<file path="config.mk">
export PLATFORM = sky130hd
export DESIGN_NAME = ssdb_top
export DESIGN_NICKNAME = d
export VERILOG_FILES = /design/src/rtl/ssdb_pkg.sv /design/src/rtl/ssdb_asc_enc.sv /design/src/rtl/ssdb_top.sv
export VERILOG_INCLUDE_DIRS = /design/src /design/src/rtl
export SDC_FILE = /design/constraint.sdc
export NUM_CORES = 1
export LEC_CHECK = 0
export ABC_AREA = 1
export ABC_CLOCK_PERIOD_IN_PS = 5400
export BUFFER_PORTS_ARGS = -buffer_cell sky130_fd_sc_hd__buf_2
export CORE_MARGIN = 2
export CORE_UTILIZATION = 55
export CTS_BUF_LIST = sky130_fd_sc_hd__clkbuf_4
export DETAILED_ROUTE_END_ITERATION = 10
export MAX_ROUTING_LAYER = met4
export PLACE_DENSITY_LB_ADDON = 0.1
export SYNTH_ARGS = -nofsm -noshare
export SYNTH_HDL_FRONTEND = slang
export SYNTH_SLANG_ARGS = --single-unit
</file>
<file path="constraint.sdc">
create_clock -name REF_CLK -period 5.4 [get_ports REF_CLK]
set_input_delay 0.54 -clock REF_CLK [delete_from_list [all_inputs] [get_ports REF_CLK]]
set_output_delay 0.54 -clock REF_CLK [all_outputs]
set_load 0.1 [all_outputs]
</file>
<file path="src/rtl/ssdb_map.svh">
`ifndef SSDB_MAP_SVH
`define SSDB_MAP_SVH
`define SSDB_RESP_CURRENT 7'h70
`define SSDB_ADD_LEN      8'h0a
`define SSDB_SENSE_LEN    5'h12
`define SSDB_IDX_RESP     5'h00
`define SSDB_IDX_KEY      5'h02
`define SSDB_IDX_INFO0    5'h03
`define SSDB_IDX_INFO3    5'h06
`define SSDB_IDX_ADDLEN   5'h07
`define SSDB_IDX_RSV0     5'h08
`define SSDB_IDX_RSV3     5'h0b
`define SSDB_IDX_ASC      5'h0c
`define SSDB_IDX_QUAL     5'h0d
`define SSDB_IDX_FRU      5'h0e
`define SSDB_IDX_KSPEC    5'h0f
`define SSDB_IDX_KSPEC_HI 5'h10
`define SSDB_IDX_KSPEC_LO 5'h11
`define SSDB_KEY_RECOVERED 4'h1
`define SSDB_KEY_MEDIUM    4'h3
`define SSDB_KEY_HARDWARE  4'h4
`define SSDB_KEY_ILLEGAL   4'h5
`define SSDB_ASC_NONE      8'h00
`define SSDB_ASC_RESERVED  8'h01
`define SSDB_ASC_SEEK      8'h02
`define SSDB_ASC_WFAULT    8'h03
`define SSDB_ASC_NREADY    8'h04
`define SSDB_ASC_NOSEL     8'h05
`define SSDB_ASC_NOREF     8'h06
`define SSDB_ASC_COMM      8'h08
`define SSDB_ASC_HDRCHK    8'h10
`define SSDB_ASC_UNREAD    8'h11
`define SSDB_ASC_HDRMARK   8'h12
`define SSDB_ASC_DATAMARK  8'h13
`define SSDB_ASC_MISSING   8'h14
`define SSDB_ASC_CYLMIS    8'h15
`define SSDB_ASC_SYNCMARK  8'h16
`define SSDB_ASC_RECRETRY  8'h17
`define SSDB_ASC_RECECC    8'h18
`define SSDB_ASC_DEFLIST   8'h19
`define SSDB_ASC_PLISTLEN  8'h1a
`define SSDB_ASC_SYNCXFER  8'h1b
`define SSDB_RETRY_MAX     16'hffff
`define SSDB_RETRY_ONE     16'h0001
`endif

</file>
<file path="src/rtl/ssdb_pkg.sv">
package ssdb_pkg;
  typedef enum logic [4:0] {
    COND_NONE, COND_SEEK, COND_WRITE_FAULT, COND_NOT_READY, COND_NO_SELECT,
    COND_NO_REF_POS, COND_UNIT_COMM, COND_HDR_CHECK, COND_UNRECOV_READ,
    COND_HDR_MARK, COND_DATA_MARK, COND_BLOCK_MISSING, COND_CYL_MISMATCH,
    COND_SYNC_MARK, COND_RECOV_RETRY, COND_RECOV_ECC, COND_DEFECT_LIST,
    COND_PARAM_LEN, COND_SYNC_XFER
  } ssdb_cond_t;

  typedef struct packed {
    logic        info_valid;
    logic        ili;
    logic [3:0]  key;
    logic [31:0] info;
    ssdb_cond_t  cond;
    logic [7:0]  qualifier;
    logic [7:0]  replaceable_unit_code;
    logic        ptr_req;
    logic        cd;
    logic        bit_ptr_req;
    logic [2:0]  bit_ptr;
    logic [15:0] field_ptr;
  } ssdb_event_t;

  typedef struct packed {
    logic [7:0] data;
    logic [4:0] index;
    logic       last;
  } ssdb_byte_t;
endpackage

</file>
<file path="src/rtl/ssdb_asc_enc.sv">
`timescale 1ns/1ps
`default_nettype none
`include "ssdb_map.svh"
module ssdb_asc_enc (
  // Condition in
  input  wire ssdb_pkg::ssdb_cond_t cond,
  // Code out
  output logic [7:0]                asc
);
  import ssdb_pkg::*;

  always_comb begin
    unique case (cond)
      COND_NONE:          asc = `SSDB_ASC_NONE;
      COND_SEEK:          asc = `SSDB_ASC_SEEK;
      COND_WRITE_FAULT:   asc = `SSDB_ASC_WFAULT;
      COND_NOT_READY:     asc = `SSDB_ASC_NREADY;
      COND_NO_SELECT:     asc = `SSDB_ASC_NOSEL;
      COND_NO_REF_POS:    asc = `SSDB_ASC_NOREF;
      COND_UNIT_COMM:     asc = `SSDB_ASC_COMM;
      COND_HDR_CHECK:     asc = `SSDB_ASC_HDRCHK;
      COND_UNRECOV_READ:  asc = `SSDB_ASC_UNREAD;
      COND_HDR_MARK:      asc = `SSDB_ASC_HDRMARK;
      COND_DATA_MARK:     asc = `SSDB_ASC_DATAMARK;
      COND_BLOCK_MISSING: asc = `SSDB_ASC_MISSING;
      COND_CYL_MISMATCH:  asc = `SSDB_ASC_CYLMIS;
      COND_SYNC_MARK:     asc = `SSDB_ASC_SYNCMARK;
      COND_RECOV_RETRY:   asc = `SSDB_ASC_RECRETRY;
      COND_RECOV_ECC:     asc = `SSDB_ASC_RECECC;
      COND_DEFECT_LIST:   asc = `SSDB_ASC_DEFLIST;
      COND_PARAM_LEN:     asc = `SSDB_ASC_PLISTLEN;
      COND_SYNC_XFER:     asc = `SSDB_ASC_SYNCXFER;
      // Unused codes fall to zero, so 01 never appears
      default:            asc = `SSDB_ASC_NONE;
    endcase
  end
endmodule
`default_nettype wire

</file>
<file path="src/rtl/ssdb_top.sv">
`timescale 1ns/1ps
`default_nettype none
`include "ssdb_map.svh"
module ssdb_top (
  // Clock and reset
  input  wire logic                 REF_CLK,
  input  wire logic                 RST_N,
  // Command progress
  input  wire logic                 CMD_START,
  input  wire logic                 RETRY_STEP,
  input  wire logic [15:0]          RETRY_LIMIT,
  output logic                      RETRY_EXHAUSTED,
  // Event capture
  input  wire logic                 EVT_LOAD,
  input  wire ssdb_pkg::ssdb_event_t EVT,
  output logic                      EVT_READY,
  // Sense request
  input  wire logic                 REQ_START,
  input  wire logic [7:0]           ALLOC_LEN,
  output logic                      REQ_BUSY,
  output logic                      REQ_DONE,
  // Byte stream
  output logic                      BYTE_VALID,
  input  wire logic                 BYTE_READY,
  output ssdb_pkg::ssdb_byte_t      BYTE_OUT,
  // Status
  output logic [7:0]                SENSE_ASC,
  output logic                      POINTER_VALID_FLAG
);
  import ssdb_pkg::*;

  typedef enum logic {S_IDLE, S_SEND} ssdb_state_t;

  logic        rst_meta;
  logic        rst_n;
  ssdb_state_t state;
  logic [15:0] retry_count;
  logic [7:0]  enc_asc;
  logic        take_evt;
  logic        take_req;
  logic        advance;
  logic [4:0]  limit;
  logic [4:0]  next_limit;
  logic [4:0]  next_index;

  // Snapshot of the reported event
  logic        snap_info_valid;
  logic        snap_ili;
  logic [3:0]  snap_key;
  logic [31:0] snap_info;
  logic [7:0]  snap_asc;
  logic [7:0]  snap_qual;
  logic [7:0]  snap_unit;
  logic        pointer_valid_flag;
  logic        snap_cd;
  logic        bit_pointer_valid_flag;
  logic [2:0]  snap_bit_ptr;
  logic [15:0] snap_field_ptr;
  logic        key_specific_valid;
  logic [15:0] snap_retry;

  // Reset release through two stages; assertion stays asynchronous
  always_ff @(posedge REF_CLK or negedge RST_N) begin
    if (!RST_N) begin
      rst_meta <= 1'b0;
      rst_n    <= 1'b0;
    end else begin
      rst_meta <= 1'b1;
      rst_n    <= rst_meta;
    end
  end

  ssdb_asc_enc u_enc (
    .cond (EVT.cond),
    .asc  (enc_asc)
  );

  // Loads are refused while a transfer runs so the bytes never tear
  assign EVT_READY = (state == S_IDLE) && !REQ_START;
  assign take_evt  = EVT_LOAD && EVT_READY;
  assign take_req  = REQ_START && (state == S_IDLE);
  assign advance   = BYTE_VALID && BYTE_READY;
  assign REQ_BUSY  = (state == S_SEND);
  assign BYTE_VALID = (state == S_SEND);

  always_ff @(posedge REF_CLK or negedge rst_n) begin
    if (!rst_n) begin
      retry_count <= '0;
    end else if (CMD_START) begin
      retry_count <= RETRY_STEP ? `SSDB_RETRY_ONE : '0;
    end else if (RETRY_STEP && retry_count != `SSDB_RETRY_MAX) begin
      retry_count <= retry_count + `SSDB_RETRY_ONE;
    end
  end

  // Flags hitting the configured limit; saturates instead of wrapping
  always_ff @(posedge REF_CLK or negedge rst_n) begin
    if (!rst_n) begin
      RETRY_EXHAUSTED <= 1'b0;
    end else begin
      RETRY_EXHAUSTED <= !CMD_START && (retry_count >= RETRY_LIMIT);
    end
  end

  // Plain fields of the event
  always_ff @(posedge REF_CLK or negedge rst_n) begin
    if (!rst_n) begin
      snap_info_valid <= 1'b0;
      snap_ili        <= 1'b0;
      snap_key        <= '0;
      snap_info       <= '0;
      snap_asc        <= `SSDB_ASC_NONE;
      snap_qual       <= '0;
      snap_unit       <= '0;
    end else if (take_evt) begin
      snap_info_valid <= EVT.info_valid;
      snap_ili        <= EVT.ili;
      snap_key        <= EVT.key;
      snap_info       <= EVT.info_valid ? EVT.info : '0;
      snap_asc        <= enc_asc;
      snap_qual       <= EVT.qualifier;
      snap_unit       <= EVT.replaceable_unit_code;
    end
  end

  // Pointer fields; an invalid pointer is cleared rather than left stale
  always_ff @(posedge REF_CLK or negedge rst_n) begin
    if (!rst_n) begin
      pointer_valid_flag     <= 1'b0;
      snap_cd                <= 1'b0;
      bit_pointer_valid_flag <= 1'b0;
      snap_bit_ptr           <= '0;
      snap_field_ptr         <= '0;
    end else if (take_evt) begin
      pointer_valid_flag     <= EVT.ptr_req && (EVT.key == `SSDB_KEY_ILLEGAL);
      snap_cd                <= EVT.ptr_req && (EVT.key == `SSDB_KEY_ILLEGAL) && EVT.cd;
      bit_pointer_valid_flag <= EVT.ptr_req && (EVT.key == `SSDB_KEY_ILLEGAL)
                                && EVT.bit_ptr_req;
      snap_bit_ptr           <= (EVT.ptr_req && (EVT.key == `SSDB_KEY_ILLEGAL)
                                && EVT.bit_ptr_req) ? EVT.bit_ptr : '0;
      snap_field_ptr         <= (EVT.ptr_req && (EVT.key == `SSDB_KEY_ILLEGAL))
                                ? EVT.field_ptr : '0;
    end
  end

  // Retry count is taken at load time, so later retries do not leak in
  always_ff @(posedge REF_CLK or negedge rst_n) begin
    if (!rst_n) begin
      key_specific_valid <= 1'b0;
      snap_retry         <= '0;
    end else if (take_evt) begin
      key_specific_valid <= (EVT.key == `SSDB_KEY_RECOVERED)
                            || (EVT.key == `SSDB_KEY_MEDIUM)
                            || (EVT.key == `SSDB_KEY_HARDWARE);
      snap_retry         <= retry_count;
    end
  end

  assign SENSE_ASC          = snap_asc;
  assign POINTER_VALID_FLAG = pointer_valid_flag;

  // Byte image of the sense block
  function automatic logic [7:0] sense_byte(input logic [4:0] idx);
    logic [7:0] b;
    b = 8'h00;
    unique case (idx)
      `SSDB_IDX_RESP:      b = {snap_info_valid, `SSDB_RESP_CURRENT};
      `SSDB_IDX_KEY:       b = {2'b00, snap_ili, 1'b0, snap_key};
      `SSDB_IDX_INFO0:     b = snap_info[31:24];
      `SSDB_IDX_INFO0 + 5'h01: b = snap_info[23:16];
      `SSDB_IDX_INFO0 + 5'h02: b = snap_info[15:8];
      `SSDB_IDX_INFO3:     b = snap_info[7:0];
      `SSDB_IDX_ADDLEN:    b = `SSDB_ADD_LEN;
      `SSDB_IDX_ASC:       b = snap_asc;
      `SSDB_IDX_QUAL:      b = snap_qual;
      `SSDB_IDX_FRU:       b = snap_unit;
      `SSDB_IDX_KSPEC: begin
        if (pointer_valid_flag) begin
          b = {1'b1, snap_cd, 2'b00, bit_pointer_valid_flag, snap_bit_ptr};
        end else begin
          b = {key_specific_valid, 7'h00};
        end
      end
      `SSDB_IDX_KSPEC_HI: begin
        if (pointer_valid_flag) begin
          b = snap_field_ptr[15:8];
        end else if (key_specific_valid) begin
          b = snap_retry[15:8];
        end
      end
      `SSDB_IDX_KSPEC_LO: begin
        if (pointer_valid_flag) begin
          b = snap_field_ptr[7:0];
        end else if (key_specific_valid) begin
          b = snap_retry[7:0];
        end
      end
      default:             b = 8'h00;
    endcase
    return b;
  endfunction

  assign next_limit = (ALLOC_LEN > {3'b000, `SSDB_SENSE_LEN}) ? `SSDB_SENSE_LEN
                      : ALLOC_LEN[4:0];
  assign next_index = BYTE_OUT.index + 5'h01;

  // Transfer state
  always_ff @(posedge REF_CLK or negedge rst_n) begin
    if (!rst_n) begin
      state <= S_IDLE;
      limit <= '0;
    end else begin
      unique case (state)
        S_IDLE: begin
          if (take_req && next_limit != 5'h00) begin
            state <= S_SEND;
            limit <= next_limit;
          end
        end
        S_SEND: begin
          if (advance && BYTE_OUT.last) begin
            state <= S_IDLE;
          end
        end
      endcase
    end
  end

  always_ff @(posedge REF_CLK or negedge rst_n) begin
    if (!rst_n) begin
      BYTE_OUT <= '0;
    end else if (take_req) begin
      BYTE_OUT.data  <= sense_byte(`SSDB_IDX_RESP);
      BYTE_OUT.index <= `SSDB_IDX_RESP;
      BYTE_OUT.last  <= (next_limit == 5'h01);
    end else if (advance && !BYTE_OUT.last) begin
      BYTE_OUT.data  <= sense_byte(next_index);
      BYTE_OUT.index <= next_index;
      BYTE_OUT.last  <= (next_index + 5'h01 == limit);
    end
  end

  // A zero allocation still answers, with no bytes at all
  always_ff @(posedge REF_CLK or negedge rst_n) begin
    if (!rst_n) begin
      REQ_DONE <= 1'b0;
    end else begin
      REQ_DONE <= (take_req && next_limit == 5'h00) || (advance && BYTE_OUT.last);
    end
  end

  chk_add_len_fixed: assert property (
    @(posedge REF_CLK) disable iff (!rst_n)
    BYTE_VALID && BYTE_OUT.index == `SSDB_IDX_ADDLEN |-> BYTE_OUT.data == `SSDB_ADD_LEN)
    else $error("additional sense length not ten");

  chk_reserved_zero: assert property (
    @(posedge REF_CLK) disable iff (!rst_n)
    BYTE_VALID && BYTE_OUT.index >= `SSDB_IDX_RSV0 && BYTE_OUT.index <= `SSDB_IDX_RSV3
    |-> BYTE_OUT.data == 8'h00)
    else $error("reserved sense byte not zero");

  chk_info_gated: assert property (
    @(posedge REF_CLK) disable iff (!rst_n)
    BYTE_VALID && !snap_info_valid && BYTE_OUT.index >= `SSDB_IDX_INFO0
    && BYTE_OUT.index <= `SSDB_IDX_INFO3 |-> BYTE_OUT.data == 8'h00)
    else $error("information bytes set while invalid");

  chk_pointer_key: assert property (
    @(posedge REF_CLK) disable iff (!rst_n)
    pointer_valid_flag |-> snap_key == `SSDB_KEY_ILLEGAL)
    else $error("pointer valid without illegal request");

  chk_pointer_clear: assert property (
    @(posedge REF_CLK) disable iff (!rst_n)
    !pointer_valid_flag |-> !snap_cd && !bit_pointer_valid_flag && snap_field_ptr == '0)
    else $error("pointer fields left while flag clear");

  chk_bit_pointer: assert property (
    @(posedge REF_CLK) disable iff (!rst_n)
    take_evt ##1 bit_pointer_valid_flag |-> pointer_valid_flag && $past(EVT.bit_ptr_req))
    else $error("bit pointer valid without cause");

  chk_no_code_one: assert property (
    @(posedge REF_CLK) disable iff (!rst_n)
    take_evt |=> snap_asc != `SSDB_ASC_RESERVED)
    else $error("reserved sense code reported");

  chk_retry_msb: assert property (
    @(posedge REF_CLK) disable iff (!rst_n)
    BYTE_VALID && key_specific_valid && !pointer_valid_flag
    && BYTE_OUT.index == `SSDB_IDX_KSPEC_HI |-> BYTE_OUT.data == snap_retry[15:8])
    else $error("retry count high byte misplaced");

  chk_retry_step: assert property (
    @(posedge REF_CLK) disable iff (!rst_n)
    RETRY_STEP && !CMD_START && retry_count != `SSDB_RETRY_MAX
    |=> retry_count == $past(retry_count) + `SSDB_RETRY_ONE)
    else $error("retry not counted");

  chk_len_limit: assert property (
    @(posedge REF_CLK) disable iff (!rst_n)
    BYTE_VALID |-> BYTE_OUT.index < limit && limit <= `SSDB_SENSE_LEN)
    else $error("byte beyond allocation");

  chk_done_after: assert property (
    @(posedge REF_CLK) disable iff (!rst_n)
    advance && BYTE_OUT.last |=> REQ_DONE && !BYTE_VALID)
    else $error("transfer end not signalled");

  chk_cd_capture: assert property (
    @(posedge REF_CLK) disable iff (!rst_n)
    take_evt && EVT.ptr_req && EVT.key == `SSDB_KEY_ILLEGAL |=> snap_cd == $past(EVT.cd))
    else $error("command or data bit not captured");

  chk_field_ptr_load: assert property (
    @(posedge REF_CLK) disable iff (!rst_n)
    take_evt && EVT.ptr_req && EVT.key == `SSDB_KEY_ILLEGAL
    |=> snap_field_ptr == $past(EVT.field_ptr))
    else $error("field pointer not captured");

  chk_kspec_byte: assert property (
    @(posedge REF_CLK) disable iff (!rst_n)
    BYTE_VALID && !pointer_valid_flag && BYTE_OUT.index == `SSDB_IDX_KSPEC
    |-> BYTE_OUT.data == {key_specific_valid, 7'h00})
    else $error("key specific byte wrong");

  chk_qual_kept: assert property (
    @(posedge REF_CLK) disable iff (!rst_n)
    take_evt |=> snap_qual == $past(EVT.qualifier))
    else $error("qualifier not captured");

  chk_unit_kept: assert property (
    @(posedge REF_CLK) disable iff (!rst_n)
    take_evt |=> snap_unit == $past(EVT.replaceable_unit_code))
    else $error("replaceable unit code not captured");
endmodule
`default_nettype wire

</file>
# --- Yosys cells after proc, flatten, opt, wreduce, memory -nomap -nowiden ---
# Memories as Yosys holds them, arrays and structs flattened. A register that Yosys moved wholly into a read port is not among the register bits.
# Index checks and enable logic that the tools add are counted.
classes:
  bitwise_logic: 1
  div_mod_pow: 0
  n_addsub: 3
  mux: 18
  n_reduce_logical: 26
  multipliers: 0
  order_cmp: 2
  n_shift: 0
  eq_ne: 19
ops:
  columns: ["op", "count"]
  rows:
  - ["$pmux W8 S13", 1]
  - ["$mux W16", 3]
  - ["$mux W8", 5]
  - ["$mux W32", 1]
  - ["$mux W14", 2]
  - ["$eq A5 B3 Y1 const B", 4]
  - ["$eq A5 B4 Y1 const B", 4]
  - ["$add A16 B1 Y16 const B", 1]
  - ["$ge A16 B16 Y1", 1]
  - ["$ne A16 B16 Y1 const B", 1]
  - ["$logic_and A1 B1 Y1", 13]
  - ["$add A5 B1 Y5 const B", 2]
  - ["$eq A5 B2 Y1 const B", 2]
  - ["$eq A5 B5 Y1 const B", 2]
  - ["$logic_not A5 Y1", 2]
  - ["$eq A4 B3 Y1 const B", 2]
  - ["$gt A8 B5 Y1 const B", 1]
  - ["$eq A5 B1 Y1 const B", 1]
  - ["$eq A5 B5 Y1", 1]
  - ["$mux W5", 1]
  - ["$reduce_bool A5 Y1", 1]
  - ["$eq A4 B1 Y1 const B", 1]
  - ["$eq A4 B2 Y1 const B", 1]
  - ["$logic_not A1 Y1", 4]
  - ["other kinds (7)", 12]
totals:
  memories: 1
  mem_bits_ro: 160
  ramBits: 0
  latchBits: 0
  wordCells: 94
  in_bits: 112
  output_inout_bits: 28
  reg_bits: 141
memory_table:
  columns: ["name", "words", "width", "read_ports", "rd_ports_with_merged_regs", "wr", "line_no", "text"]
  rows:
  - ["(name not given)", 32, 5, 1, 1, 0, "ssdb_asc_enc.sv:13", "unique case (cond)"]

# --- Depth between registers and ports, before layout ---
depth:
  depth_word: 6
  ltp_mapped: 16
  depth_no_buf: 16

# --- Modules after synthesis ---
# A second synthesis with hierarchy kept.
hier_totals:
  cells_unflattened: 988
  area_unflattened_um2: 7589.8
by_module_without_submodules:
  columns: ["module", "seq_area_each_um2", "cells_each", "area_each_um2", "n_inst"]
  rows:
  - ["ssdb_top", 3528.4, 937, 7310.8, 1]
  - ["ssdb_asc_enc", 0.0, 51, 279.0, 1]

# --- Least setup slack after synthesis ---
# Ideal clock, no wire load.
synth_path:
  path_kind: "register to register"
  start: "register state (netlist: BYTE_VALID)"
  end: "register snap_cd"
  t_required_ns: 5.270
  t_arrival_ns: 3.150
  n_path_buf: 3
  path_stages_with_launch: 8
  setup_time_ns: 0.130
  synth_period_minus_slack_ns: 3.280
  slack_ns: 2.120
  cell_sequence: "dfrtp_1 -> nor2_1 -> nand2_1 -> buf_2 -> inv_1 -> buf_2 -> clkbuf_1 -> o21ai_0"
synth_between:
  elab_chain_len: 3
synth_rtl:
  columns: ["item", "line_no", "text"]
  rows:
  - ["start: declaration", "ssdb_top.sv:36", "ssdb_state_t state;"]
  - ["start signal: assignment", "ssdb_top.sv:210", "state <= S_IDLE;"]
  - ["start signal: assignment", "ssdb_top.sv:216", "state <= S_SEND;"]
  - ["start signal: assignment", "ssdb_top.sv:222", "state <= S_IDLE;"]
  - ["$not A1 Y1 (no source line)", null, null]
  - ["$logic_and A1 B1 Y1", "ssdb_top.sv:79", "assign EVT_READY = (state == S_IDLE) && !REQ_START;"]
  - ["net EVT_READY", "ssdb_top.sv:16", "output logic EVT_READY,"]
  - ["$logic_and A1 B1 Y1", "ssdb_top.sv:80", "assign take_evt = EVT_LOAD && EVT_READY;"]
  - ["end signal: assignment", "ssdb_top.sv:136", "snap_cd <= EVT.ptr_req && (EVT.key == `SSDB_KEY_ILLEGAL) && EVT.cd;"]
  - ["end: declaration", "ssdb_top.sv:55", "logic snap_cd;"]
# The timed path passes the listed nets, and every way through them passes these cells.
# A chain may end at the register's enable or synchronous reset.

# --- Worst setup path after layout ---
layout_path:
  start: "register state (netlist: BYTE_VALID)"
  end: "register snap_asc[3] (netlist: SENSE_ASC[3])"
layout_between:
  elab_chain_len: 3
layout_rtl:
  columns: ["item", "line_no", "text"]
  rows:
  - ["$not A1 Y1 (no source line)", null, null]
  - ["$logic_and A1 B1 Y1", "ssdb_top.sv:79", null]
  - ["$logic_and A1 B1 Y1", "ssdb_top.sv:80", null]
  - ["end: declaration", "ssdb_top.sv:51", "logic [7:0] snap_asc;"]
# No other way between the ends.

==> results_dict.tcl <==
set metrics [dict create \
    status "finished, final reports clean" \
    crit_chain "nor2_1, nand2_2, buf_4, inv_2, buf_4, o21ai_0, o22a_1" \
    synth-seq-area-share_pct 46.8 \
    final_layout_size_suffix_gt1_share_pct 17.3 \
    grt_first_pass_wirelength_um 30600 \
    power.density_nw_per_um2 418 \
    critical_path_required_ps 5860 \
    core_region_area_sq_um 13200 \
    finalSetupViolCount 0 \
    cts_tree "done" \
    layout_commonest_cell "sky130_fd_sc_hd__nand2_1" \
    critical_path.top_delay_family "buffers and inverters" \
    layout.cells.most_common_list "260 x sky130_fd_sc_hd__nand2_1, 137 x sky130_fd_sc_hd__dfrtp_1, 136 x sky130_fd_sc_hd__buf_2" \
    synthesis.yosys.warnings 0 \
    post_synth_inst_count 962 \
    synth_area_per_cell_sq_um 7.67 \
    critPathArrivalTime_ps 3230 \
    post_cts_buffers 0 \
    min-delay-path-class "input port to flip-flop" \
    gp_congestion 0.915 \
    critPathCaptureType "flip-flop" \
    chipHeight_um 120 \
    clkSinkCount 138 \
    critical_path_cell_count 7 \
    slew_headroom_pct 32.7 \
    post-route-util_pct 63.4 \
    synth.ff_latch_count 138 \
    worst_setup_path_startpoint "BYTE_VALID$_DFF_PN0_" \
    path_max_fanout 74 \
    largest_net_degree_at_the_start_of_global_routing 83 \
    multi_input_area_sq_um 3280 \
    initial_antenna_violation_count 1 \
    worstMarginPinSlew_ps 1010 \
    total_leakage_power_nw 4.27 \
    post_syn_area_sq_um 7380 \
    die_area_sq_um 14400 \
    crit_path_kind "flip-flop to flip-flop" \
    final_cell_count_without_fillers 1276 \
    cts_repair_resize_count 0 \
    post-route-drc-count 0 \
    post_drt_wl_per_cell_um 14.5 \
    fillCellCount 1265 \
    timing.clock.skew_ps 17.2 \
    cts-htree-levels 4 \
    detailroute.via_count 6702 \
    placed_cells 1246 \
    effective_utilization_at_floorplan_pct 55.9 \
    reg2reg_launch_point "BYTE_VALID$_DFF_PN0_" \
    setup-tns-final_ps 0 \
    hpwl_detailed_um 13800 \
    netlist-cell-type-count 38 \
    port_buffers 136 \
    final_period_minus_worst_setup_slack_ps 2770 \
    regArea_sq_um 3460 \
    rsz0062_at_grt "no" \
    worst_setup_hold_path_clk_slew_ps 110 \
    postRouteWirelength_um 18500 \
    cts-root-to-sink-buffers 2 \
    critical-path-max-stage-delay_ps 690 \
    remaining_overflow_grt 0 \
    achievable_frequency_mhz 361 \
    regToRegEndpoint "SENSE_ASC[3]$_DFFE_PN0P_" \
    ff2ff_path_depth 7 \
    count_of_max_cap_constraint_violations 0 \
    globalRouteTotalUtil_pct 28.2 \
    total_number_of_placement_rows 42 \
    first_pass_iters 5 \
    finish.net_count 1230 \
    standard_cell_with_the_maximum_stage_delay_on_the_critical_path "sky130_fd_sc_hd__inv_2" \
    peak_supply_drop_mv 0.294 \
    endpoint "SENSE_ASC[3]$_DFFE_PN0P_" \
    cts_buffers 17 \
    drt_iter0_markers 629 \
    cell_chosen_for_the_clock_root "sky130_fd_sc_hd__clkbuf_4" \
    finalHoldViolations 0 \
    timing.final.crit_share_pct 51.3 \
    die_w_um 120 \
    number_of_buffers_and_inverters_on_the_critical_path 3 \
    syn2layout_area_growth_pct 13.3 \
    clock_insertion_delay_worst_skew_ps 570 \
    timing_max_transition_violations_final 0 \
    worst-r2r-setup-slack_ps 2630 \
    critical_path.startpoint_type "flip-flop" \
    vias_in_the_first_global_route 6307 \
    ant_nets 0 \
    drt-vias-per-instance 5.25 \
    critPathMostFrequentCell "sky130_fd_sc_hd__buf_4" \
    floorplan.io_pins 140 \
]
## final cells by class
cell class                 instances  area share (%)
tap                              176            2.63
inverter                         132            5.93
multi-input combinational        660            39.2
sequential                       138            41.4
clock inverter                     8           0.404
antenna                            1          0.0299
clock buffer                      20            1.80
timing repair buffer             141            8.62
## per-stage QoR
step,setup slack [ps],total power [mW],hold slack (ps),cell area (sq um)
2_1_floorplan,1270,2.64,244,7390
3_3_place_gp,2510,2.94,326,8160
3_5_place_dp,2450,2.98,327,8160
4_1_cts,2640,3.50,151,8360
5_1_grt,2380,3.72,168,8360
6_report,2630,3.49,174,8360
## timing repair
item / CTS / global route
hold buffers: 1 / 0
hold endpoints to repair: 2 / 0
setup endpoints to repair: 0 / 0
## sequential cells by signal, summed over array words and instances (netlist names)
signal and count:
BYTE_VALID 1, snap_key 4, snap_bit_ptr 3, RETRY_EXHAUSTED 1, bit_pointer_valid_flag 1, snap_field_ptr 16
snap_retry 16, rst_meta 1, REQ_DONE 1, rst_n 1, snap_info_valid 1, snap_ili 1
limit 5, POINTER_VALID_FLAG 1, key_specific_valid 1, retry_count 16, BYTE_OUT 14, snap_cd 1
SENSE_ASC 5, snap_info 32, snap_unit 8, snap_qual 8
## worst reg2reg max path: stages (launching register included)
cell	delay, ps
sky130_fd_sc_hd__dfrtp_1	450
sky130_fd_sc_hd__nor2_1	170
sky130_fd_sc_hd__nand2_2	70
sky130_fd_sc_hd__buf_4	330
sky130_fd_sc_hd__inv_2	690
sky130_fd_sc_hd__buf_4	530
sky130_fd_sc_hd__o21ai_0	210
sky130_fd_sc_hd__o22a_1	210
## metal layers
metal | wire length (um) | part of all wire, % | track usage [%]
met2 | 8310 | 45 | 41.9
met1 | 8640 | 47 | 39.3
met3 | 1170 | 6.3 | 5.70
met5 | 0 | 0 | -
met4 | 393 | 2.1 | 8.82
## report_power, final
part / switching [mW] / internal, mW / total [mW]
combinational: 1.12 / 0.345 / 1.47
clock: 0.346 / 0.176 / 0.523
sequential: 0.179 / 1.32 / 1.50
## worst min-delay path by stage
| stage | start | endpoint | slack, ps | cells past startpoint |
|---|---|---|---|---|
| 6_report | EVT[27] | snap_unit[5]$_DFFE_PN0P_ | 170 | 3 |
| 5_1_grt | EVT[34] | snap_qual[4]$_DFFE_PN0P_ | 170 | 3 |
| 4_1_cts | EVT[27] | snap_unit[5]$_DFFE_PN0P_ | 150 | 3 |
| 3_5_place_dp | RST_N | rst_meta$_DFF_PN0_ | 330 | 1 |
| 3_3_place_gp | RST_N | rst_meta$_DFF_PN0_ | 330 | 1 |
| 2_1_floorplan | RST_N | rst_meta$_DFF_PN0_ | 240 | 0 |
## synthesized netlist by cell type (all sizes together)
| cell type | n | area, sq um |
|---|---|---|
| nand2 | 267 | 1030 |
| dfrtp | 138 | 3450 |
| inv | 132 | 495 |
| o21ai | 129 | 646 |
| nor2 | 78 | 318 |
| nand3 | 56 | 300 |
| a21oi | 36 | 191 |
| ha | 28 | 350 |
| buf | 17 | 97.6 |
| clkbuf | 17 | 63.8 |
| o22ai | 15 | 93.8 |
| nand4 | 10 | 62.6 |
| nor3 | 9 | 50.1 |
| xor2 | 5 | 43.8 |
| nor4 | 4 | 25.0 |
| a22o | 3 | 26.3 |
| a32o | 3 | 30.0 |
| and3 | 3 | 18.8 |
| conb | 2 | 7.51 |
| o211ai | 2 | 15.0 |
| o22a | 2 | 17.5 |
| a22oi | 1 | 7.51 |
| a31oi | 1 | 6.26 |
| nor3b | 1 | 7.51 |
| o21bai | 1 | 7.51 |
| o311ai | 1 | 8.76 |
| o32ai | 1 | 8.76 |
## cells by family after synthesis
family	share of synthesized area, %
AO/OA/AOI/OAI	14.3
XOR/XNOR	0.593
adder cells (fa/ha/maj)	4.75
buffers and inverters	8.90
flip-flops	46.8
other	0.102
AND/OR/NAND/NOR	24.5
Power figures use the tool's default switching activity.
